**config.mk**
```make
export PLATFORM = sky130hd
export DESIGN_NAME = aip_param_top
export DESIGN_NICKNAME = d
export VERILOG_FILES = /design/src/rtl/aip_pkg.sv /design/src/rtl/aip_conv_if.sv /design/src/rtl/aip_offset_adder.sv /design/src/rtl/aip_param_top.sv /design/src/rtl/aip_recovery_timer.sv
export SDC_FILE = /design/constraint.sdc
export NUM_CORES = 1
export LEC_CHECK = 0
export BUFFER_PORTS_ARGS = -buffer_cell sky130_fd_sc_hd__clkbuf_2
export CAP_MARGIN = 20
export CORE_AREA = 3 3 155 157
export CTS_CLUSTER_SIZE = 12
export DETAILED_ROUTE_END_ITERATION = 8
export DIE_AREA = 0 0 158 160
export PLACE_DENSITY = 0.65
export SLEW_MARGIN = 20
export SYNTH_ARGS = -nofsm -noshare
export SYNTH_HDL_FRONTEND = slang
export SYNTH_HIERARCHICAL = 1
export SYNTH_SLANG_ARGS = --single-unit
```
**constraint.sdc**
```tcl
create_clock -name hclk -period 5.1 [get_ports hclk]
set_input_delay 1.02 -clock hclk [delete_from_list [all_inputs] [get_ports hclk]]
set_output_delay 1.02 -clock hclk [all_outputs]
set_load 0.005 [all_outputs]
```
**src/rtl/aip_pkg.sv**
```systemverilog
// constants shared by the infrared adc parameter set and its helpers
package aip_pkg;

  // register indices; byte address is four times the index
  localparam int          IDX_W              = 8;
  localparam int          ADDR_IDX_LSB       = 2;
  localparam logic [7:0]  IDX_MEAS_OFFSET    = 8'h1a;
  localparam logic [7:0]  IDX_LED_RSVD       = 8'h1c;
  localparam logic [7:0]  IDX_IR_REC_PERIOD  = 8'h1d;
  localparam logic [7:0]  IDX_IR_INT_EXP     = 8'h1e;
  localparam logic [7:0]  IDX_IR_SIG_RANGE   = 8'h1f;
  localparam logic [7:0]  IDX_IRQ_STATUS     = 8'h20;
  localparam logic [7:0]  IDX_IRQ_CLEAR      = 8'h21;
  localparam logic [7:0]  IDX_IRQ_ENABLE     = 8'h22;
  localparam logic [7:0]  IDX_RESULT         = 8'h23;

  // reset values
  localparam logic [7:0]  MEAS_OFFSET_RESET  = 8'h80;
  localparam logic [7:0]  LED_RSVD_RESET     = 8'h00;
  localparam logic [7:0]  IR_REC_RESET       = 8'h70;
  localparam logic [7:0]  IR_EXP_RESET       = 8'h00;
  localparam logic [7:0]  IR_SIG_RANGE_RESET = 8'h00;
  localparam logic [2:0]  IRQ_ENABLE_RESET   = 3'h0;

  // field positions
  localparam int          REC_SEL_LSB        = 4;
  localparam int          REC_SEL_W          = 3;
  localparam int          EXP_LSB            = 0;
  localparam int          EXP_W              = 3;
  localparam int          RANGE_BIT          = 5;
  localparam int          RESULT_BUSY_BIT    = 16;

  // compressed offset: upper nibble exponent, lower nibble mantissa
  localparam int          CMP_EXP_LSB        = 4;
  localparam int          CMP_MANT_W         = 4;
  localparam logic [4:0]  CMP_HIDDEN_ONE     = 5'h10;

  // interrupt status layout
  localparam int          IRQ_W              = 3;
  localparam int          IRQ_RECOVERED      = 0;
  localparam int          IRQ_RESULT         = 1;
  localparam int          IRQ_OVERRANGE      = 2;

  // measurement data
  localparam int          RESULT_W           = 16;
  localparam int          DIFF_W             = 17;
  localparam logic [15:0] OVERRANGE_CODE     = 16'hffff;

  // sequencer revisions before this one lack recovery and exponent
  localparam int          REV_W              = 4;
  localparam logic [3:0]  MIN_REVISION       = 4'h3;

  // timing: one recovery adc clock, rounded up to system clocks
  localparam int          CLK_FREQ_MHZ       = 50;
  localparam int          RECOVERY_CLOCK_NS  = 50;
  localparam int          RECOVERY_UNIT_CYCLES =
    (RECOVERY_CLOCK_NS * CLK_FREQ_MHZ + 999) / 1000;
  localparam int          REC_CNT_W          = 24;

  // recovery length in adc clocks for select codes 0..7
  localparam logic [7:0][8:0] REC_CLOCKS = {9'h1ff, 9'h0ff, 9'h07f, 9'h03f,
                                            9'h01f, 9'h00f, 9'h007, 9'h001};

  // ahb-lite response
  localparam logic        HRESP_OKAY         = 1'b0;

endpackage : aip_pkg

```
**src/rtl/aip_conv_if.sv**
```systemverilog
// link between parameter logic and the recovery timer
interface aip_conv_if;
  logic       start;
  logic [2:0] recovery_sel;
  logic [2:0] exponent;
  logic       done;
  logic       busy;

  modport ctrl  (output start, output recovery_sel, output exponent,
                 input done, input busy);
  modport timer (input start, input recovery_sel, input exponent,
                 output done, output busy);
endinterface : aip_conv_if

```
**src/rtl/aip_offset_adder.sv**
```systemverilog
// expands the compressed offset and adds it to each raw difference
module aip_offset_adder (
  // clock and reset
  input  wire logic                               hclk,
  input  wire logic                               hresetn,
  input  wire logic                               ce,
  // raw difference in
  input  wire logic                               in_valid,
  input  wire logic signed [aip_pkg::DIFF_W-1:0]  in_diff,
  input  wire logic                               in_overrange,
  input  wire logic [7:0]                         offset_code,
  // offset result out
  output logic                                    out_valid,
  output logic [aip_pkg::RESULT_W-1:0]            out_result,
  output logic                                    out_overrange
);

  typedef struct packed {
    logic                          valid;
    logic [aip_pkg::RESULT_W-1:0]  result;
    logic                          ovr;
  } aip_adder_s;

  aip_adder_s         state_reg;
  aip_adder_s         state_next;
  logic [19:0]        wide_mant;
  logic [15:0]        offset_val;
  logic signed [18:0] sum;

  // 0x60 -> 64, 0x70 -> 128, 0x80 -> 256: (16+m) << e >> 4
  assign wide_mant  = 20'({aip_pkg::CMP_HIDDEN_ONE[4],
                           offset_code[aip_pkg::CMP_MANT_W-1:0]}) <<
                      offset_code[7:aip_pkg::CMP_EXP_LSB];
  assign offset_val = (offset_code == 8'h00) ? 16'h0000 : wide_mant[19:4];
  assign sum        = 19'(in_diff) + $signed({3'h0, offset_val});

  // saturate instead of wrapping; negative leftovers clamp to zero
  always_comb begin
    state_next       = state_reg;
    state_next.valid = in_valid;
    if (in_valid) begin
      if (in_overrange || sum >= $signed({3'h0, aip_pkg::OVERRANGE_CODE})) begin
        state_next.result = aip_pkg::OVERRANGE_CODE;
        state_next.ovr    = 1'b1;
      end else if (sum < 0) begin
        state_next.result = 16'h0000;
        state_next.ovr    = 1'b0;
      end else begin
        state_next.result = sum[15:0];
        state_next.ovr    = 1'b0;
      end
    end
  end

  // result register
  always_ff @(posedge hclk or negedge hresetn) begin
    if (!hresetn) begin
      state_reg <= '0;
    end else if (ce) begin
      state_reg <= state_next;
    end
  end

  assign out_valid     = state_reg.valid;
  assign out_result    = state_reg.result;
  assign out_overrange = state_reg.ovr;

endmodule : aip_offset_adder

```
**src/rtl/aip_param_top.sv**
```systemverilog
// infrared adc parameter set with ahb-lite register access
module aip_param_top #(
  parameter int              RECOVERY_UNIT_CYCLES = aip_pkg::RECOVERY_UNIT_CYCLES,
  parameter logic [3:0]      SEQ_REVISION         = aip_pkg::MIN_REVISION
) (
  // clock, reset, enable
  input  wire logic                               hclk,
  input  wire logic                               hresetn,
  input  wire logic                               ce,
  // ahb-lite slave
  input  wire logic                               hsel,
  input  wire logic [31:0]                        haddr,
  input  wire logic [1:0]                         htrans,
  input  wire logic                               hwrite,
  input  wire logic [2:0]                         hsize,
  input  wire logic [31:0]                        hwdata,
  input  wire logic                               hready,
  output logic                                    hreadyout,
  output logic                                    hresp,
  output logic [31:0]                             hrdata,
  // sequencer
  input  wire logic                               ir_meas_req,
  output logic                                    ir_busy,
  // adc
  output logic                                    adc_start,
  output logic [7:0]                              adc_clk_div,
  output logic                                    ir_signal_range,
  input  wire logic                               adc_done,
  input  wire logic signed [aip_pkg::DIFF_W-1:0]  adc_diff,
  input  wire logic                               adc_overrange,
  // reported result
  output logic                                    result_valid,
  output logic [aip_pkg::RESULT_W-1:0]            result_data,
  // interrupt
  output logic                                    irq
);

  // every piece of state of this module
  typedef struct packed {
    logic [7:0]                  meas_offset;
    logic [7:0]                  led_rsvd;
    logic [7:0]                  rec_period;
    logic [7:0]                  int_exp;
    logic [7:0]                  range_reg;
    logic [aip_pkg::IRQ_W-1:0]   irq_status;
    logic [aip_pkg::IRQ_W-1:0]   irq_enable;
    logic                        dp_wr;
    logic                        dp_rd;
    logic                        rd_done;
    logic [aip_pkg::IDX_W-1:0]   dp_idx;
    logic [31:0]                 rdata;
    logic [aip_pkg::RESULT_W-1:0] last_result;
    logic                        adc_start;
    logic [7:0]                  adc_div;
    logic                        range_out;
    logic                        res_valid;
    logic [aip_pkg::RESULT_W-1:0] res_data;
  } aip_top_s;

  localparam aip_top_s TOP_RESET = '{
    meas_offset: aip_pkg::MEAS_OFFSET_RESET,
    led_rsvd:    aip_pkg::LED_RSVD_RESET,
    rec_period:  aip_pkg::IR_REC_RESET,
    int_exp:     aip_pkg::IR_EXP_RESET,
    range_reg:   aip_pkg::IR_SIG_RANGE_RESET,
    irq_enable:  aip_pkg::IRQ_ENABLE_RESET,
    adc_div:     8'h01,
    default:     '0
  };

  aip_top_s state_reg;
  aip_top_s state_next;

  // helper wires
  logic                          addr_take;
  logic                          rev_ok;
  logic [2:0]                    eff_rec_sel;
  logic [2:0]                    eff_exp;
  logic [aip_pkg::IRQ_W-1:0]     irq_events;
  logic [31:0]                   read_mux;
  logic                          add_valid;
  logic [aip_pkg::RESULT_W-1:0]  add_result;
  logic                          add_ovr;

  aip_conv_if conv ();

  // address phase is taken only when the bus is ready
  assign addr_take = hsel & hready & htrans[1];

  // older sequencers ignore recovery and exponent settings
  assign rev_ok      = (SEQ_REVISION >= aip_pkg::MIN_REVISION);
  assign eff_rec_sel = rev_ok ?
    state_reg.rec_period[aip_pkg::REC_SEL_LSB +: aip_pkg::REC_SEL_W] : 3'h0;
  assign eff_exp     = rev_ok ?
    state_reg.int_exp[aip_pkg::EXP_LSB +: aip_pkg::EXP_W] : 3'h0;

  // request to the recovery timer; ignored while a recovery runs
  assign conv.start        = ir_meas_req & ~conv.busy;
  assign conv.recovery_sel = eff_rec_sel;
  assign conv.exponent     = eff_exp;

  aip_recovery_timer #(
    .UNIT_CYCLES (RECOVERY_UNIT_CYCLES)
  ) u_timer (
    .hclk    (hclk),
    .hresetn (hresetn),
    .ce      (ce),
    .conv    (conv)
  );

  aip_offset_adder u_adder (
    .hclk          (hclk),
    .hresetn       (hresetn),
    .ce            (ce),
    .in_valid      (adc_done),
    .in_diff       (adc_diff),
    .in_overrange  (adc_overrange),
    .offset_code   (state_reg.meas_offset),
    .out_valid     (add_valid),
    .out_result    (add_result),
    .out_overrange (add_ovr)
  );

  // hardware events feeding the sticky status
  always_comb begin
    irq_events                         = '0;
    irq_events[aip_pkg::IRQ_RECOVERED] = conv.done;
    irq_events[aip_pkg::IRQ_RESULT]    = add_valid;
    irq_events[aip_pkg::IRQ_OVERRANGE] = add_valid & add_ovr;
  end

  // read data for the index in the data phase; unmapped reads zero
  always_comb begin
    read_mux = 32'h0000_0000;
    unique case (state_reg.dp_idx)
      aip_pkg::IDX_MEAS_OFFSET:   read_mux[7:0] = state_reg.meas_offset;
      aip_pkg::IDX_LED_RSVD:      read_mux[7:0] = state_reg.led_rsvd;
      aip_pkg::IDX_IR_REC_PERIOD: read_mux[7:0] = state_reg.rec_period;
      aip_pkg::IDX_IR_INT_EXP:    read_mux[7:0] = state_reg.int_exp;
      aip_pkg::IDX_IR_SIG_RANGE:  read_mux[7:0] = state_reg.range_reg;
      aip_pkg::IDX_IRQ_STATUS:    read_mux[aip_pkg::IRQ_W-1:0] = state_reg.irq_status;
      aip_pkg::IDX_IRQ_ENABLE:    read_mux[aip_pkg::IRQ_W-1:0] = state_reg.irq_enable;
      aip_pkg::IDX_RESULT: begin
        read_mux[aip_pkg::RESULT_W-1:0]      = state_reg.last_result;
        read_mux[aip_pkg::RESULT_BUSY_BIT]   = conv.busy;
      end
      default:                    read_mux = 32'h0000_0000;
    endcase
  end

  // next state: bus phases, register writes, events, adc outputs
  always_comb begin
    logic [aip_pkg::IRQ_W-1:0] clr_mask;
    clr_mask   = '0;
    state_next = state_reg;

    // bus data phases: writes finish at once, reads take one wait
    if (state_reg.dp_wr) begin
      state_next.dp_wr = 1'b0;
      unique case (state_reg.dp_idx)
        aip_pkg::IDX_MEAS_OFFSET:   state_next.meas_offset = hwdata[7:0];
        aip_pkg::IDX_LED_RSVD:      state_next.led_rsvd    = hwdata[7:0];
        aip_pkg::IDX_IR_REC_PERIOD: state_next.rec_period  = hwdata[7:0];
        aip_pkg::IDX_IR_INT_EXP:    state_next.int_exp     = hwdata[7:0];
        // whole byte stored so reserved bits read back as written
        aip_pkg::IDX_IR_SIG_RANGE:  state_next.range_reg   = hwdata[7:0];
        aip_pkg::IDX_IRQ_CLEAR:     clr_mask = hwdata[aip_pkg::IRQ_W-1:0];
        aip_pkg::IDX_IRQ_ENABLE:
          state_next.irq_enable = hwdata[aip_pkg::IRQ_W-1:0];
        default:                    clr_mask = '0;
      endcase
    end

    if (state_reg.dp_rd && !state_reg.rd_done) begin
      state_next.rdata   = read_mux;
      state_next.rd_done = 1'b1;
    end else if (state_reg.rd_done) begin
      state_next.dp_rd   = 1'b0;
      state_next.rd_done = 1'b0;
    end

    // new address phase; hreadyout low during a read wait blocks it
    if (addr_take) begin
      state_next.dp_wr  = hwrite;
      state_next.dp_rd  = ~hwrite;
      state_next.dp_idx = haddr[aip_pkg::ADDR_IDX_LSB +: aip_pkg::IDX_W];
    end

    // sticky status: a same-cycle event beats its clear
    state_next.irq_status = (state_reg.irq_status & ~clr_mask) | irq_events;

    // hand the recovered request on to the adc
    state_next.adc_start = conv.done;
    state_next.adc_div   = 8'(8'h01 << eff_exp);
    state_next.range_out = state_reg.range_reg[aip_pkg::RANGE_BIT];

    // offset result reported and kept for software
    state_next.res_valid = add_valid;
    if (add_valid) begin
      state_next.res_data    = add_result;
      state_next.last_result = add_result;
    end
  end

  // one register for the whole state, frozen while ce is low
  always_ff @(posedge hclk or negedge hresetn) begin
    if (!hresetn) begin
      state_reg <= TOP_RESET;
    end else if (ce) begin
      state_reg <= state_next;
    end
  end

  // bus answers: always okay, one wait state on reads only
  assign hreadyout = ~(state_reg.dp_rd & ~state_reg.rd_done);
  assign hresp     = aip_pkg::HRESP_OKAY;
  assign hrdata    = state_reg.rdata;

  // adc and sequencer outputs
  assign adc_start       = state_reg.adc_start;
  assign adc_clk_div     = state_reg.adc_div;
  assign ir_signal_range = state_reg.range_out;
  assign ir_busy         = conv.busy;

  assign result_valid = state_reg.res_valid;
  assign result_data  = state_reg.res_data;

  // level interrupt while any enabled status bit is set
  assign irq = |(state_reg.irq_status & state_reg.irq_enable);

endmodule : aip_param_top

```
**src/rtl/aip_recovery_timer.sv**
```systemverilog
// recovery wait ahead of an infrared ambient conversion
module aip_recovery_timer #(
  parameter int UNIT_CYCLES = aip_pkg::RECOVERY_UNIT_CYCLES
) (
  // clock and reset
  input  wire logic hclk,
  input  wire logic hresetn,
  input  wire logic ce,
  // control side
  aip_conv_if.timer conv
);

  typedef struct packed {
    logic                           busy;
    logic                           done;
    logic [aip_pkg::REC_CNT_W-1:0]  count;
  } aip_timer_s;

  aip_timer_s state_reg;
  aip_timer_s state_next;
  logic [aip_pkg::REC_CNT_W-1:0] base_len;

  // adc clocks times system clocks per adc clock
  assign base_len = aip_pkg::REC_CNT_W'(conv.recovery_sel == 3'h0 ? 9'h001 :
                      aip_pkg::REC_CLOCKS[conv.recovery_sel]) *
                    aip_pkg::REC_CNT_W'(UNIT_CYCLES);

  // load on start, count down, pulse done in the cycle busy falls after the last count
  always_comb begin
    state_next      = state_reg;
    state_next.done = 1'b0;
    if (!state_reg.busy) begin
      if (conv.start) begin
        state_next.busy  = 1'b1;
        state_next.count = base_len << conv.exponent;
      end
    end else if (state_reg.count <= aip_pkg::REC_CNT_W'(1)) begin
      state_next.busy = 1'b0;
      state_next.done = 1'b1;
    end else begin
      state_next.count = state_reg.count - aip_pkg::REC_CNT_W'(1);
    end
  end

  // state register, frozen while ce is low
  always_ff @(posedge hclk or negedge hresetn) begin
    if (!hresetn) begin
      state_reg <= '0;
    end else if (ce) begin
      state_reg <= state_next;
    end
  end

  assign conv.busy = state_reg.busy;
  assign conv.done = state_reg.done;

endmodule : aip_recovery_timer

```
==> results of run 1 <==
==> logic make-up (layout without fill, tap and decap cells) <==
logic type	count (synthesis)	after routing	share of synthesized area
AND/OR/NAND/NOR	257	257	0.158
AO/OA/AOI/OAI	242	242	0.185
buffers and inverters	146	168	0.0893
flip-flops	145	145	0.400
multiplexers	94	94	0.125
adder cells (fa/ha/maj)	22	22	0.0311
XOR/XNOR	11	11	0.0106
other	1	16	0.000412
==> layout make-up <==
type / instances / area (sq um) / area share
Clock inverter: 14 / 155 / 0.0156
Clock buffer: 18 / 439 / 0.0442
Inverter: 39 / 146 / 0.0147
Timing Repair Buffer: 97 / 512 / 0.0515
Multi-Input combinational cell: 642 / 4700 / 0.473
Tap cell: 285 / 357 / 0.0359
Sequential cell: 145 / 3630 / 0.366
==> per-stage QoR <==
step           cells   util  hold slack, ns  setup slack, ns
2_1_floorplan    933      -           0.451             1.70
3_3_place_gp    1208  0.413           0.472             1.35
3_5_place_dp    1208  0.413           0.469             1.20
4_1_cts         1240  0.439           0.483             1.18
5_1_grt         1240  0.439           0.498            0.877
6_report        1240  0.439           0.481             1.12
==> cell usage in the layout (no fill, tap or decap), types with 6 or more instances in the layout <==
cell type and n:
sky130_fd_sc_hd__a22o_1 14, sky130_fd_sc_hd__a21o_1 8, sky130_fd_sc_hd__ha_1 21, sky130_fd_sc_hd__a21oi_1 56, sky130_fd_sc_hd__mux2_2 65, sky130_fd_sc_hd__o22ai_1 11, sky130_fd_sc_hd__nor2b_1 7, sky130_fd_sc_hd__nor4_1 6
sky130_fd_sc_hd__a221oi_1 7, sky130_fd_sc_hd__nor2_1 52, sky130_fd_sc_hd__mux2i_1 15, sky130_fd_sc_hd__buf_4 8, sky130_fd_sc_hd__dfrtp_1 140, sky130_fd_sc_hd__mux4_2 6, sky130_fd_sc_hd__o21ai_0 55, sky130_fd_sc_hd__clkbuf_2 88
sky130_fd_sc_hd__mux2_4 8, sky130_fd_sc_hd__xor2_1 6, sky130_fd_sc_hd__and3_1 9, sky130_fd_sc_hd__and2_1 7, sky130_fd_sc_hd__o221a_1 10, sky130_fd_sc_hd__nand2_1 53, sky130_fd_sc_hd__nor3b_1 7, sky130_fd_sc_hd__clkbuf_16 17
sky130_fd_sc_hd__nand3_1 26, sky130_fd_sc_hd__inv_1 39, sky130_fd_sc_hd__nor3_1 20, sky130_fd_sc_hd__o211ai_1 7, sky130_fd_sc_hd__a31oi_1 6, sky130_fd_sc_hd__conb_1 16, sky130_fd_sc_hd__nand4_1 8, sky130_fd_sc_hd__nand2b_1 16
==> power groups by stage <==
stage / Combinational (mW) / Sequential [mW] / Clock, mW
after floorplan: 0.534 / 1.43 / 0
after global placement: 0.594 / 1.51 / 0
after detailed placement: 0.602 / 1.52 / 0
after CTS: 0.607 / 1.50 / 1.27
after global routing: 0.676 / 1.53 / 1.33
final: 0.604 / 1.50 / 1.25
==> layer usage <==
layer,vias to the layer above,wire (um),global-route usage
li1,3373,-,-
met1,3512,10100,0.255
met2,210,10700,0.271
met3,24,1170,0.0360
met4,0,331,0.0477
met5,-,0,0
==> path summary, 6_finish.rpt <==
path / to / cells after the start
min reg2reg: adc_clk_div[0]$_DFFE_PN1P_ / 2
min in group asynchronous: u_timer/state_reg[2]$_DFFE_PN0P_ / 1
min: adc_clk_div[0]$_DFFE_PN1P_ / 2
max: u_adder/out_result[10]$_DFFE_PN0P_ / 16
max reg2reg: u_adder/out_result[10]$_DFFE_PN0P_ / 16
max in group asynchronous: state_reg[131]$_DFFE_PN1P_ / 2
==> worst register-to-register path: stages, from the launching register on <==
cell and delay [ns]:
sky130_fd_sc_hd__dfrtp_1 0.55, sky130_fd_sc_hd__mux2i_1 0.27, sky130_fd_sc_hd__nand2_1 0.08, sky130_fd_sc_hd__o21ai_0 0.20, sky130_fd_sc_hd__nor2_1 0.07, sky130_fd_sc_hd__a31oi_1 0.25, sky130_fd_sc_hd__nor2_1 0.07, sky130_fd_sc_hd__ha_1 0.21
sky130_fd_sc_hd__fa_1 0.41, sky130_fd_sc_hd__a21o_1 0.23, sky130_fd_sc_hd__a221oi_4 0.33, sky130_fd_sc_hd__o211ai_2 0.18, sky130_fd_sc_hd__o21ai_1 0.18, sky130_fd_sc_hd__xor2_1 0.16, sky130_fd_sc_hd__nand2_1 0.27, sky130_fd_sc_hd__inv_1 0.29
sky130_fd_sc_hd__a21oi_1 0.10
==> results.md, run 1 <==
Power:
- The part of the power in the clock network is 0.373.
- The maximum resistive drop on vdd is around 150 uV.
- In this run the power spent charging and discharging nets is roughly 1.1 mW.
- Cell internal power was estimated by the tool at roughly 2.3 mW.
- Of the total power, combinational logic draws 0.180.
- The switching part of the total is 0.320.
- After layout, the design draws a total of between 3 and 4 mW.
- The sequential cell fraction of total power is 0.447.
- The total power per unit cell area is 337 nW/um^2.
- Summed over all cells, the static leakage comes to 4.31 nW.

Clocking:
- The CTS tree is built.
- In this run, CTS created clock tree buffers numbering 17.
- The clock reaches the later pin of the worst-skew pair after approximately 0.43 ns.
- The total of cells resized after clock tree synthesis is 0.
- Clock-pin slew was measured on the worst setup and hold paths at about 0.070 ns.
- CTS placed an instance of sky130_fd_sc_hd__clkbuf_16 at the clock tree root.
- The buffer levels on the longest clock path is 2.
- The number of H-tree levels is 4.
- The clock sink count is 145.
- Post-CTS timing repair inserted 0 buffers for setup.
- The number of buffers inserted by hold repair at cts is 0.

Cells and area:
- The flip-flop count of the largest register after layout is 50.
- The number of fill cells in the layout is approximately 2100.
- In the final layout, the share of cells above drive strength 1 is 0.259.
- The diode insertion count for antenna repair is 0.
- The relative area change from synthesis to final layout is 9.39%.
- At the end of the flow, the number of nets in the layout was approximately 1100.
- With fillers left out, the area of the finished cells amounts to a little under 10000 sq um.

Synth:
- In the synthesized netlist the dominant register cell turns out to be sky130_fd_sc_hd__dfrtp_1.
- Sorting the synthesized cells by area gives the leading types as sky130_fd_sc_hd__dfrtp_1 (39%), sky130_fd_sc_hd__mux2_2 (8.1%), sky130_fd_sc_hd__buf_4 (5.0%), sky130_fd_sc_hd__a21oi_1 (3.1%), sky130_fd_sc_hd__o21ai_0 (3.0%).
- Ranked by instance count, the synthesized netlist is headed by sky130_fd_sc_hd__dfrtp_1 (140), sky130_fd_sc_hd__mux2_2 (65), sky130_fd_sc_hd__buf_4 (60).
- The number of distinct library cells after synthesis is slightly above 90.
- The proportion of netlist area held by the largest area contributor is 0.385.
- Of all flip-flops after synthesis, the portion carrying an async set or reset was 1.00.
- The cell area after synthesis is between 9000 and 10000 sq um.
- After synthesis, the mean cell area works out to 9.90 sq um.
- The post-synthesis instance total is approximately 920.
- The sequential area share after synthesis is 0.400.
- The most common cell in the synthesized netlist is sky130_fd_sc_hd__dfrtp_1.
- Counting flops with a built-in enable in the synthesized netlist gives 0.
- The synthesis-stage register bit count is around 150.
- Of all cell types, the one taking the most synthesized area is sky130_fd_sc_hd__dfrtp_1.
- The count of yosys warnings during synthesis is 6.

Route:
- Dividing the detail-routed wire length by the instance count gives 18.0 um.
- The detailed router finished its first iteration with roughly 460 violations.
- The routed design has 22300 um of wire.
- The via count is slightly above 7000.
- Before antenna repair, the detailed router went through 7 iterations.
- The detailed-route DRC error count is 0.
- The detail route stage leaves a number of antenna-violating nets equal to 0.
- In the routed layout, each cell is associated on average with a via count of roughly 5.7.

Setup path:
- The beginning of the worst register-to-register path is state_reg[128]$_DFFE_PN0P_.
- The delay of the slowest cell on the worst path is between 0.5 and 0.6 ns.
- Across all register-to-register paths, the minimum setup slack is ~1.1 ns.
- In this design, the largest share of critical-path delay is due to compound AO/OA/AOI/OAI gates.
- The critical path is of the reg -> reg type.
- The data required time at the worst endpoint is roughly 5.4 ns.
- The launching element type of the critical path is a flip-flop.
- The signal on the critical path passes through mux2i_1 > nand2_1 > o21ai_0 > nor2_1 > a31oi_1 > nor2_1 > ha_1 > fa_1 > a21o_1 > a221oi_4 > o211ai_2 > o21ai_1 > xor2_1 > nand2_1 > inv_1 > a21oi_1.
- Along the worst path, the maximum fanout reaches 11.
- The launching element of the worst setup path is state_reg[128]$_DFFE_PN0P_.
- The critical path's slowest cell is sky130_fd_sc_hd__dfrtp_1.
- STA classifies the critical path endpoint as a flip-flop.
- The critical path data arrival time is around 4.3 ns.
- The number of buffers and inverters on the critical path is 1.

Hold path:
- The type of the tightest min-delay check is reg -> reg.
- The beginning of the worst hold path is adc_clk_div[0]$_DFFE_PN1P_.

STA:
- The final number of max-transition violations is 0.
- The final clock period utilization by the worst path is 0.781.
- The final hold violation count is 0.
- Setup repair after global routing left no endpoint under its margin.
- After routing, the total negative slack on setup checks comes to 0 ns.
- At the pin with the least slew margin, the transition time is 0.976 ns.
- Between clock sinks in the finished design, the worst skew comes to 0.0132 ns.
- The upper clock frequency limit is 0.251 GHz.
- The relative max-transition margin is 0.344.
- The final critical-path required period is about 4 ns.
- Setup violations remaining at the end of the flow were counted as 0.

Job:
- The number of maximum-capacitance constraint violations is 0.

Die:
- The count of pins on the block boundary is 158.
- The initial standard-cell utilization of the core is 0.402.
- The die covers about 25000 sq um.
- The overall die height is about 160 um.
- The region available for standard cell placement spans approximately 23000 sq um.
- The floorplan has 55 rows.
- The width of the chip is 158 um.

Outcome:
- The run finished with clean final reports.

Placement:
- After legalization and detailed placement, the total HPWL measured 16100 um.
- The number of buffer cells added on primary ports is 89.
- The routability-driven placement congestion ratio is 0.869.
- In this run the cell area measured after placement is about 9400 sq um.

Global routing:
- The number of antenna violations at the first check in global routing is 0.
- Across every metal layer, demand over resource in global routing totals 0.177.
- The global-route wire length before repair is roughly 36000 um.
- For this run the aggregate overflow at the end of global routing stands at 0.
- Entering global routing, the biggest net connects 95 pins.
- The via count of the first global-routing pass was ~6600.
Power figures use the tool's default switching activity.
==> run 2: changes to the inputs <==
clock period = 3.7 ns   (was 5.1 ns; I/O delays follow)
==> results.md, run 2 (synthesized netlist as in run 1, its figures left out) <==
Clocking:
- The clock insertion delay at the later pin of the skew report is about 0.43 ns.
- The clock slew seen by the registers of the worst setup and hold paths is roughly 0.060 ns.
- The number of buffers inserted by hold repair at cts is 0.
- The tree built by TritonCTS fans out to 145 sinks.
- The number of H-tree levels is 4.
- The clock passes through at most 2 buffers.
- In this run, CTS created clock tree buffers numbering 17.
- The tree is rooted in a sky130_fd_sc_hd__clkbuf_16.
- The CTS tree is built.

Hold path:
- In this run the worst hold path is classified as in -> async.

Power:
- Overall power consumption after layout is estimated at 4.53 mW.
- Dividing total power by cell area gives a power density of around 450 nW/um^2.
- For this design the static power due to leakage is 4.38 nW.
- The switching part of the total is 0.316.
- In this run the power spent charging and discharging nets is approximately 1.4 mW.
- The sequential cell fraction of total power is 0.455.
- The proportion of power drawn by combinational gates is 0.189.
- The cell-internal power is between 3 and 4 mW.
- The worst-case IR drop observed on VDD is approximately 260 uV.
- The share of total power dissipated in the clock network is 0.356.

Cells and area:
- The number of antenna diodes in the final layout is 0.
- The share of final-layout standard cells stronger than drive strength 1 is 0.274.
- The finished cells cover roughly 10000 sq um.
- The relative area change from synthesis to final layout is 10.6%.
- The library cells used most frequently in the layout, excluding fill and tap cells, are sky130_fd_sc_hd__dfrtp_1 (140), sky130_fd_sc_hd__clkbuf_2 (88), sky130_fd_sc_hd__mux2_2 (65).
- At the end of the flow the core is filled with cells to 0.444.
- The library cell used most frequently in the layout, excluding fill and tap cells, is sky130_fd_sc_hd__dfrtp_1.
- The final-stage net count is between 1000 and 1500.
- The number of standard cells in the layout, taps in and fillers out is about 1300.
- The flip-flop count of the largest register after layout is 50.

STA:
- The final critical-path required period is between 3 and 4 ns.
- The setup clock skew after layout is roughly 0.011 ns.
- The worst hold slack after final layout is 0.321 ns.
- The minimum setup slack in the final design is between 0.2 and 0.3 ns.
- In this run the tightest slew margin relative to its limit is 0.381.
- The upper clock frequency limit is between 0.2 and 0.3 GHz.
- The final hold violation count is 0.
- The final number of max-transition violations is 0.
- The final clock period utilization by the worst path is 0.926.
- The number of setup violations in the final report is 0.
- The sum of negative setup slack is 0 ns.
- Setup repair after global routing left no endpoint under its margin.
- At the pin with the least slew margin, the transition time is approximately 0.93 ns.

Setup path:
- The worst setup path is launched from a flip-flop.
- Grouping stages by cell kind, the critical path spends the most delay in compound AO/OA/AOI/OAI gates.
- The largest fanout on the critical path is 10.
- The kind of critical path is reg -> reg.
- Together, buffers and inverters on the worst path number 1.
- The delay of the slowest cell on the worst path is ~0.4 ns.
- The logic depth of the worst setup path including buffers is 16.
- The critical path endpoint category is a flip-flop.
- The critical path's slowest cell is sky130_fd_sc_hd__dfrtp_1.
- For the worst flop-to-flop path, the logic depth is 16.
- The critical path goes through mux2i_1 > nand2_1 > o21ai_1 > nor2_1 > a31oi_1 > nor2_1 > ha_1 > fa_1 > a21o_1 > a221oi_4 > o211ai_2 > o21ai_2 > xor2_1 > nand2_1 > buf_4 > o221a_1.
- The data required time at the worst endpoint is about 4.0 ns.
- For the worst setup path, the data arrival time is roughly 3.7 ns.

Global routing:
- The global-route wire length before repair is 36900 um.
- The maximum number of pins on one net before global-route repair is 67.
- The total overflow left after global routing is 0.
- For met2 alone, demand over resource in global routing was 0.290.
- The via count of the first global-routing pass is just under 7000.
- The number of antenna violations at the first check in global routing is 0.
- After global routing, the most crowded layer is met2.
- The total track usage is 0.182.
- For this run, global-route usage on met3 was measured as 0.0425.
- The met1 global-route usage is 0.257.

Die:
- The width of the chip is around 160 um.
- The site row count is 55.
- The overall die height is approximately 160 um.
- The floorplan step defined a die boundary enclosing 25300 sq um.
- The standard cell core area is between 20000 and 25000 sq um.
- The initial standard-cell utilization of the core is 0.402.
- The count of pins on the block boundary is 158.

Route:
- The average wire per standard cell is 18.3 um.
- The routed design has around 23000 um of wire.
- The first routing iteration left 610 violations.
- Dividing the detail-routed via count by the number of cells gives ~5.7.
- Detailed routing inserted a total of 7152 vias.
- The post-detailed-route count of antenna-violating nets is 0.
- The pre-antenna-repair detailed-routing pass consisted of 5 iterations.
- In the routed design, unresolved DRC markers number 0.

Placement:
- Port buffering added 89 buffers.
- Before CTS, the worst setup slack after placement is approximately 0.27 ns.
- The total half-perimeter wirelength after legalization and detailed placement is roughly 17000 um.
- The total instance count after detailed placement is 1225.
- Summing all placed instances gives a cell area of roughly 9500 sq um.
- Routability-driven placement finished with a final weighted congestion of about 0.87.

Outcome:
- The flow ran to the end, and the final reports show no timing, DRC or antenna violations.

Job:
- Max-cap violations in this run came to 0.
## run 2: cell count changes in the layout (fill, tap and decap cells not counted), moves of 2 or more
| cell | previous run | this run |
|---|---|---|
| sky130_fd_sc_hd__o21ai_0 | 55 | 53 |
| sky130_fd_sc_hd__clkinv_2 | 0 | 6 |
| sky130_fd_sc_hd__clkinvlp_4 | 1 | 4 |
| sky130_fd_sc_hd__inv_8 | 5 | 0 |
| sky130_fd_sc_hd__inv_6 | 5 | 2 |
| sky130_fd_sc_hd__buf_4 | 8 | 26 |
## run 2: power groups by stage
stage               combinational [mW]  sequential (mW)  clock, mW
detailed placement               0.851             2.08          0
global route                     0.955             2.10       1.72
CTS                              0.856             2.06       1.64
global placement                 0.835             2.08          0
finish                           0.857             2.06       1.61
floorplan                        0.736             1.96          0
## run 2: worst reg2reg max path, stage by stage, from the launching register on
cell and delay (ns):
sky130_fd_sc_hd__dfrtp_1 0.40, sky130_fd_sc_hd__mux2i_1 0.25, sky130_fd_sc_hd__nand2_1 0.08, sky130_fd_sc_hd__o21ai_1 0.12, sky130_fd_sc_hd__nor2_1 0.06, sky130_fd_sc_hd__a31oi_1 0.21, sky130_fd_sc_hd__nor2_1 0.07, sky130_fd_sc_hd__ha_1 0.21
sky130_fd_sc_hd__fa_1 0.39, sky130_fd_sc_hd__a21o_1 0.23, sky130_fd_sc_hd__a221oi_4 0.34, sky130_fd_sc_hd__o211ai_2 0.16, sky130_fd_sc_hd__o21ai_2 0.15, sky130_fd_sc_hd__xor2_1 0.15, sky130_fd_sc_hd__nand2_1 0.08, sky130_fd_sc_hd__buf_4 0.19
sky130_fd_sc_hd__o221a_1 0.23
## run 2: layout make-up
type / instances / area [sq um]
clock inverter: 14 / 116
tap: 285 / 357
clock buffer: 18 / 429
inverter: 39 / 146
fill: 2164 / 12600
sequential: 145 / 3630
timing repair buffer: 116 / 667
multi-input combinational: 642 / 4710
## run 2: per-layer routing
layer  share of wire  routed length, um  vias up
met1            0.46              10600     3542
met5               0                  0        -
met2            0.48              11100      187
met4          0.0062                142        0
met3           0.052               1210       14
li1                -                  -     3409
## run 2: repair_timing
item | CTS | global route
setup endpoints to repair | 0 | 11
buffers inserted | 0 | 2
gates resized for setup | 0 | 4
## run 2: final timing paths
path                                            startpoint                           endpoint  slack [ns]
worst max-delay path            state_reg[128]$_DFFE_PN0P_  u_adder/out_result[1]$_DFFE_PN0P_        0.28
worst min-delay path                               hresetn   u_timer/state_reg[2]$_DFFE_PN0P_        0.32
worst max register to register  state_reg[128]$_DFFE_PN0P_  u_adder/out_result[1]$_DFFE_PN0P_        0.28
worst min register to register  adc_clk_div[0]$_DFFE_PN1P_         adc_clk_div[0]$_DFFE_PN1P_        0.49
max in group asynchronous                          hresetn  u_adder/out_result[5]$_DFFE_PN0P_        2.55
min in group hclk               adc_clk_div[0]$_DFFE_PN1P_         adc_clk_div[0]$_DFFE_PN1P_        0.49
==> run 3: changes to the inputs <==
PLACE_DENSITY = default   (was 0.65)
PLACE_DENSITY_LB_ADDON = 0.05   (was default)
==> results.md, run 3 (synthesized netlist as in run 1, its figures left out) <==
Clocking:
- The clock passes through at most 2 buffers.
- The number of H-tree levels is 4.
- Hold repair after CTS inserted 0 buffers.
- The clock slew seen by the registers of the worst setup and hold paths is 0.08 ns.
- TritonCTS built the clock tree.
- The root buffer cell is sky130_fd_sc_hd__clkbuf_16.
- The clock buffer count from CTS is 17.
- At the later pin of the worst-skew pair, clock insertion delay measures roughly 0.43 ns.
- Clock tree synthesis found a total of 145 sinks.

Setup path:
- The cell class contributing the biggest share of worst-path delay is compound AO/OA/AOI/OAI gates.
- The number of buffers and inverters on the critical path is 3.
- The largest fanout on the critical path is 7.
- Traced cell by cell, the critical path runs through buf_4 > nor2_1 > a31o_2 > nor2_1 > ha_1 > fa_2 > a21o_1 > a221oi_4 > buf_4 > o211ai_4 > o21ai_2 > xor2_1 > nand2_1 > buf_4 > o221a_1.
- STA classifies the critical path startpoint as a flip-flop.
- The critical path's slowest cell is sky130_fd_sc_hd__dfrtp_1.
- The data required time at the worst endpoint is 4.01 ns.
- On the worst path, the slowest cell contributes a delay of slightly above 0.4 ns.
- STA classifies the critical path endpoint as a flip-flop.
- The critical path's most frequent cell is sky130_fd_sc_hd__buf_4.
- For the worst setup path, the data arrival time is 3.80 ns.
- The kind of critical path is reg -> reg.

Hold path:
- The type of the tightest min-delay check is in -> async.

Cells and area:
- The total area of sequential cells is between 3000 and 4000 sq um.
- The total non-filler cell area in the finished layout is 10200 sq um.
- The diode insertion count for antenna repair is 0.
- The flip-flop count of the largest register after layout is 50.
- The final-stage net count is approximately 1100.
- The share of final-layout standard cells stronger than drive strength 1 is 0.281.
- The relative area change from synthesis to final layout is 11.7%.
- The library cell used most frequently in the layout, excluding fill and tap cells, is sky130_fd_sc_hd__dfrtp_1.
- The share of the core filled with cells is 0.449.
- The layout has between 2000 and 2500 filler cells.
- The library cells used most frequently in the layout, excluding fill and tap cells, are sky130_fd_sc_hd__dfrtp_1 (138), sky130_fd_sc_hd__clkbuf_2 (88), sky130_fd_sc_hd__mux2_2 (65).
- The multi-input logic area is 4740 sq um.

Global routing:
- The global-route wire length before repair is roughly 39000 um.
- The number of antenna violations at the first check in global routing came to 0.
- For this run, the total global-route usage over all layers was measured as 0.196.
- Entering global routing, the biggest net connects 65 pins.
- The total overflow reported by the global router is 0.
- The via count of the first global-routing pass is between 6000 and 7000.

STA:
- The slew at the pin closest to its max-slew limit is just under 1 ns.
- The worst pin sits at a relative slew slack of 0.338.
- The final hold violation count came to 0.
- The sum of negative setup slack is 0 ns.
- The final number of max-transition violations came to 0.
- Subtracting the final worst setup slack from the clock period gives between 3 and 4 ns.
- In the finished design, the share of the clock period the worst path needs comes to 0.943.
- The setup clock skew after layout is about 0.014 ns.
- Setup violations remaining at the end of the flow were counted as 0.
- Setup repair after global routing left no endpoint under its margin.
- The upper clock frequency limit is roughly 0.29 GHz.
- The worst hold slack after final layout is ~0.28 ns.

Route:
- The length of the first detailed-routing pass in iterations is 4.
- The ratio of routed vias to standard cells is 5.66.
- The first routing iteration left about 410 violations.
- The detailed-route DRC error count is 0.
- For this block, the routed nets add up to 24600 um of wire.
- The detailed router placed ~7100 vias in this run.
- Once detail routing completed, the nets flagged for antenna violations numbered 0.
- The average wire per standard cell is ~19 um.

Placement:
- After detailed placement, the total cell area comes to 9490 sq um.
- The congestion estimate from routability-driven global placement came to 0.803.
- The number of buffer cells added on primary ports is 89.
- After legalization and detailed placement, the total HPWL measured 17800 um.

Job:
- The number of maximum-capacitance constraint violations is 0.

Die:
- The site row count is 55.
- The floorplan step defined a die boundary enclosing ~25000 sq um.
- The width of the chip is about 160 um.
- The count of pins on the block boundary is 158.
- The total area inside the core boundary comes to approximately 23000 sq um.
- The initial utilization of the core area, before any placement, comes to 0.402.
- The floorplan step set the die height to around 160 um.

Outcome:
- The flow ran to the end, and the final reports show no timing, DRC or antenna violations.

Power:
- The leakage power total is roughly 4.4 nW.
- The total power per unit cell area is around 460 nW/um^2.
- The cell-internal power is approximately 3.1 mW.
- The design draws 4.67 mW.
- The proportion of power drawn by combinational gates is 0.189.
- The maximum resistive drop on vdd is 214 uV.
- The share of total power dissipated in the clock network is 0.370.
- Of the total power, the share spent switching nets is 0.337.
- Of the total power, registers draw 0.441.
- The analysis attributes to net switching a power of ~1.6 mW.
==> run 3: cell count changes in the layout (fill, tap and decap cells not counted), moves of 2 or more <==
cell and change:
sky130_fd_sc_hd__inv_8 +5, sky130_fd_sc_hd__clkinv_2 -6, sky130_fd_sc_hd__xor2_1 -2, sky130_fd_sc_hd__dfrtp_1 -2, sky130_fd_sc_hd__dfrtp_2 +2, sky130_fd_sc_hd__xor2_2 +2
sky130_fd_sc_hd__clkinv_8 +4
==> run 3: worst paths after layout <==
check                                      startpoint                                end  slack, ns  cells past startpoint
setup / recovery           state_reg[128]$_DFFE_PN0P_  u_adder/out_result[0]$_DFFE_PN0P_       0.21                     15
hold / removal                                hresetn              hrdata[9]$_DFFE_PN0P_       0.28                      1
setup reg to reg           state_reg[128]$_DFFE_PN0P_  u_adder/out_result[0]$_DFFE_PN0P_       0.21                     15
hold reg to reg                 hrdata[2]$_DFFE_PN0P_              hrdata[2]$_DFFE_PN0P_       0.50                      2
max in group asynchronous                     hresetn   conv.recovery_sel[2]$_DFFE_PN1P_       2.49                      2
min in group hclk               hrdata[2]$_DFFE_PN0P_              hrdata[2]$_DFFE_PN0P_       0.50                      2
==> run 3: area by class of cell <==
type                       instances  area share
multi-input combinational        642       0.467
sequential                       145       0.358
timing repair buffer             117      0.0664
clock buffer                      17      0.0419
tap                              285      0.0351
clock inverter                    15      0.0168
inverter                          39      0.0144
==> run 3: power by group through the flow <==
stage                     sequential [mW]  clock [mW]  combinational [mW]
final                                2.06        1.73               0.883
after global routing                 2.10        1.83               0.992
after CTS                            2.06        1.77               0.887
after detailed placement             2.08           0               0.883
after global placement               2.09           0               0.874
after floorplan                      1.96           0               0.736
==> run 3: layer usage <==
metal,vias up,part of all wire,GRT usage
met1,3528,0.51,0.310
met2,168,0.44,0.278
met4,0,0.0072,0.0340
met3,7,0.044,0.0401
met5,-,0,0
li1,3425,-,-
==> run 3: stage by stage <==
step           instances  setup WS (ns)
2_1_floorplan        933          0.297
3_3_place_gp        1225          0.164
3_5_place_dp        1225          0.116
4_1_cts             1257          0.110
5_1_grt             1260        0.00575
6_report            1260          0.210
==> run 3: timing repair <==
item	CTS	global route
gates resized for setup	0	11
setup endpoints to repair	0	17
buffers inserted	0	3
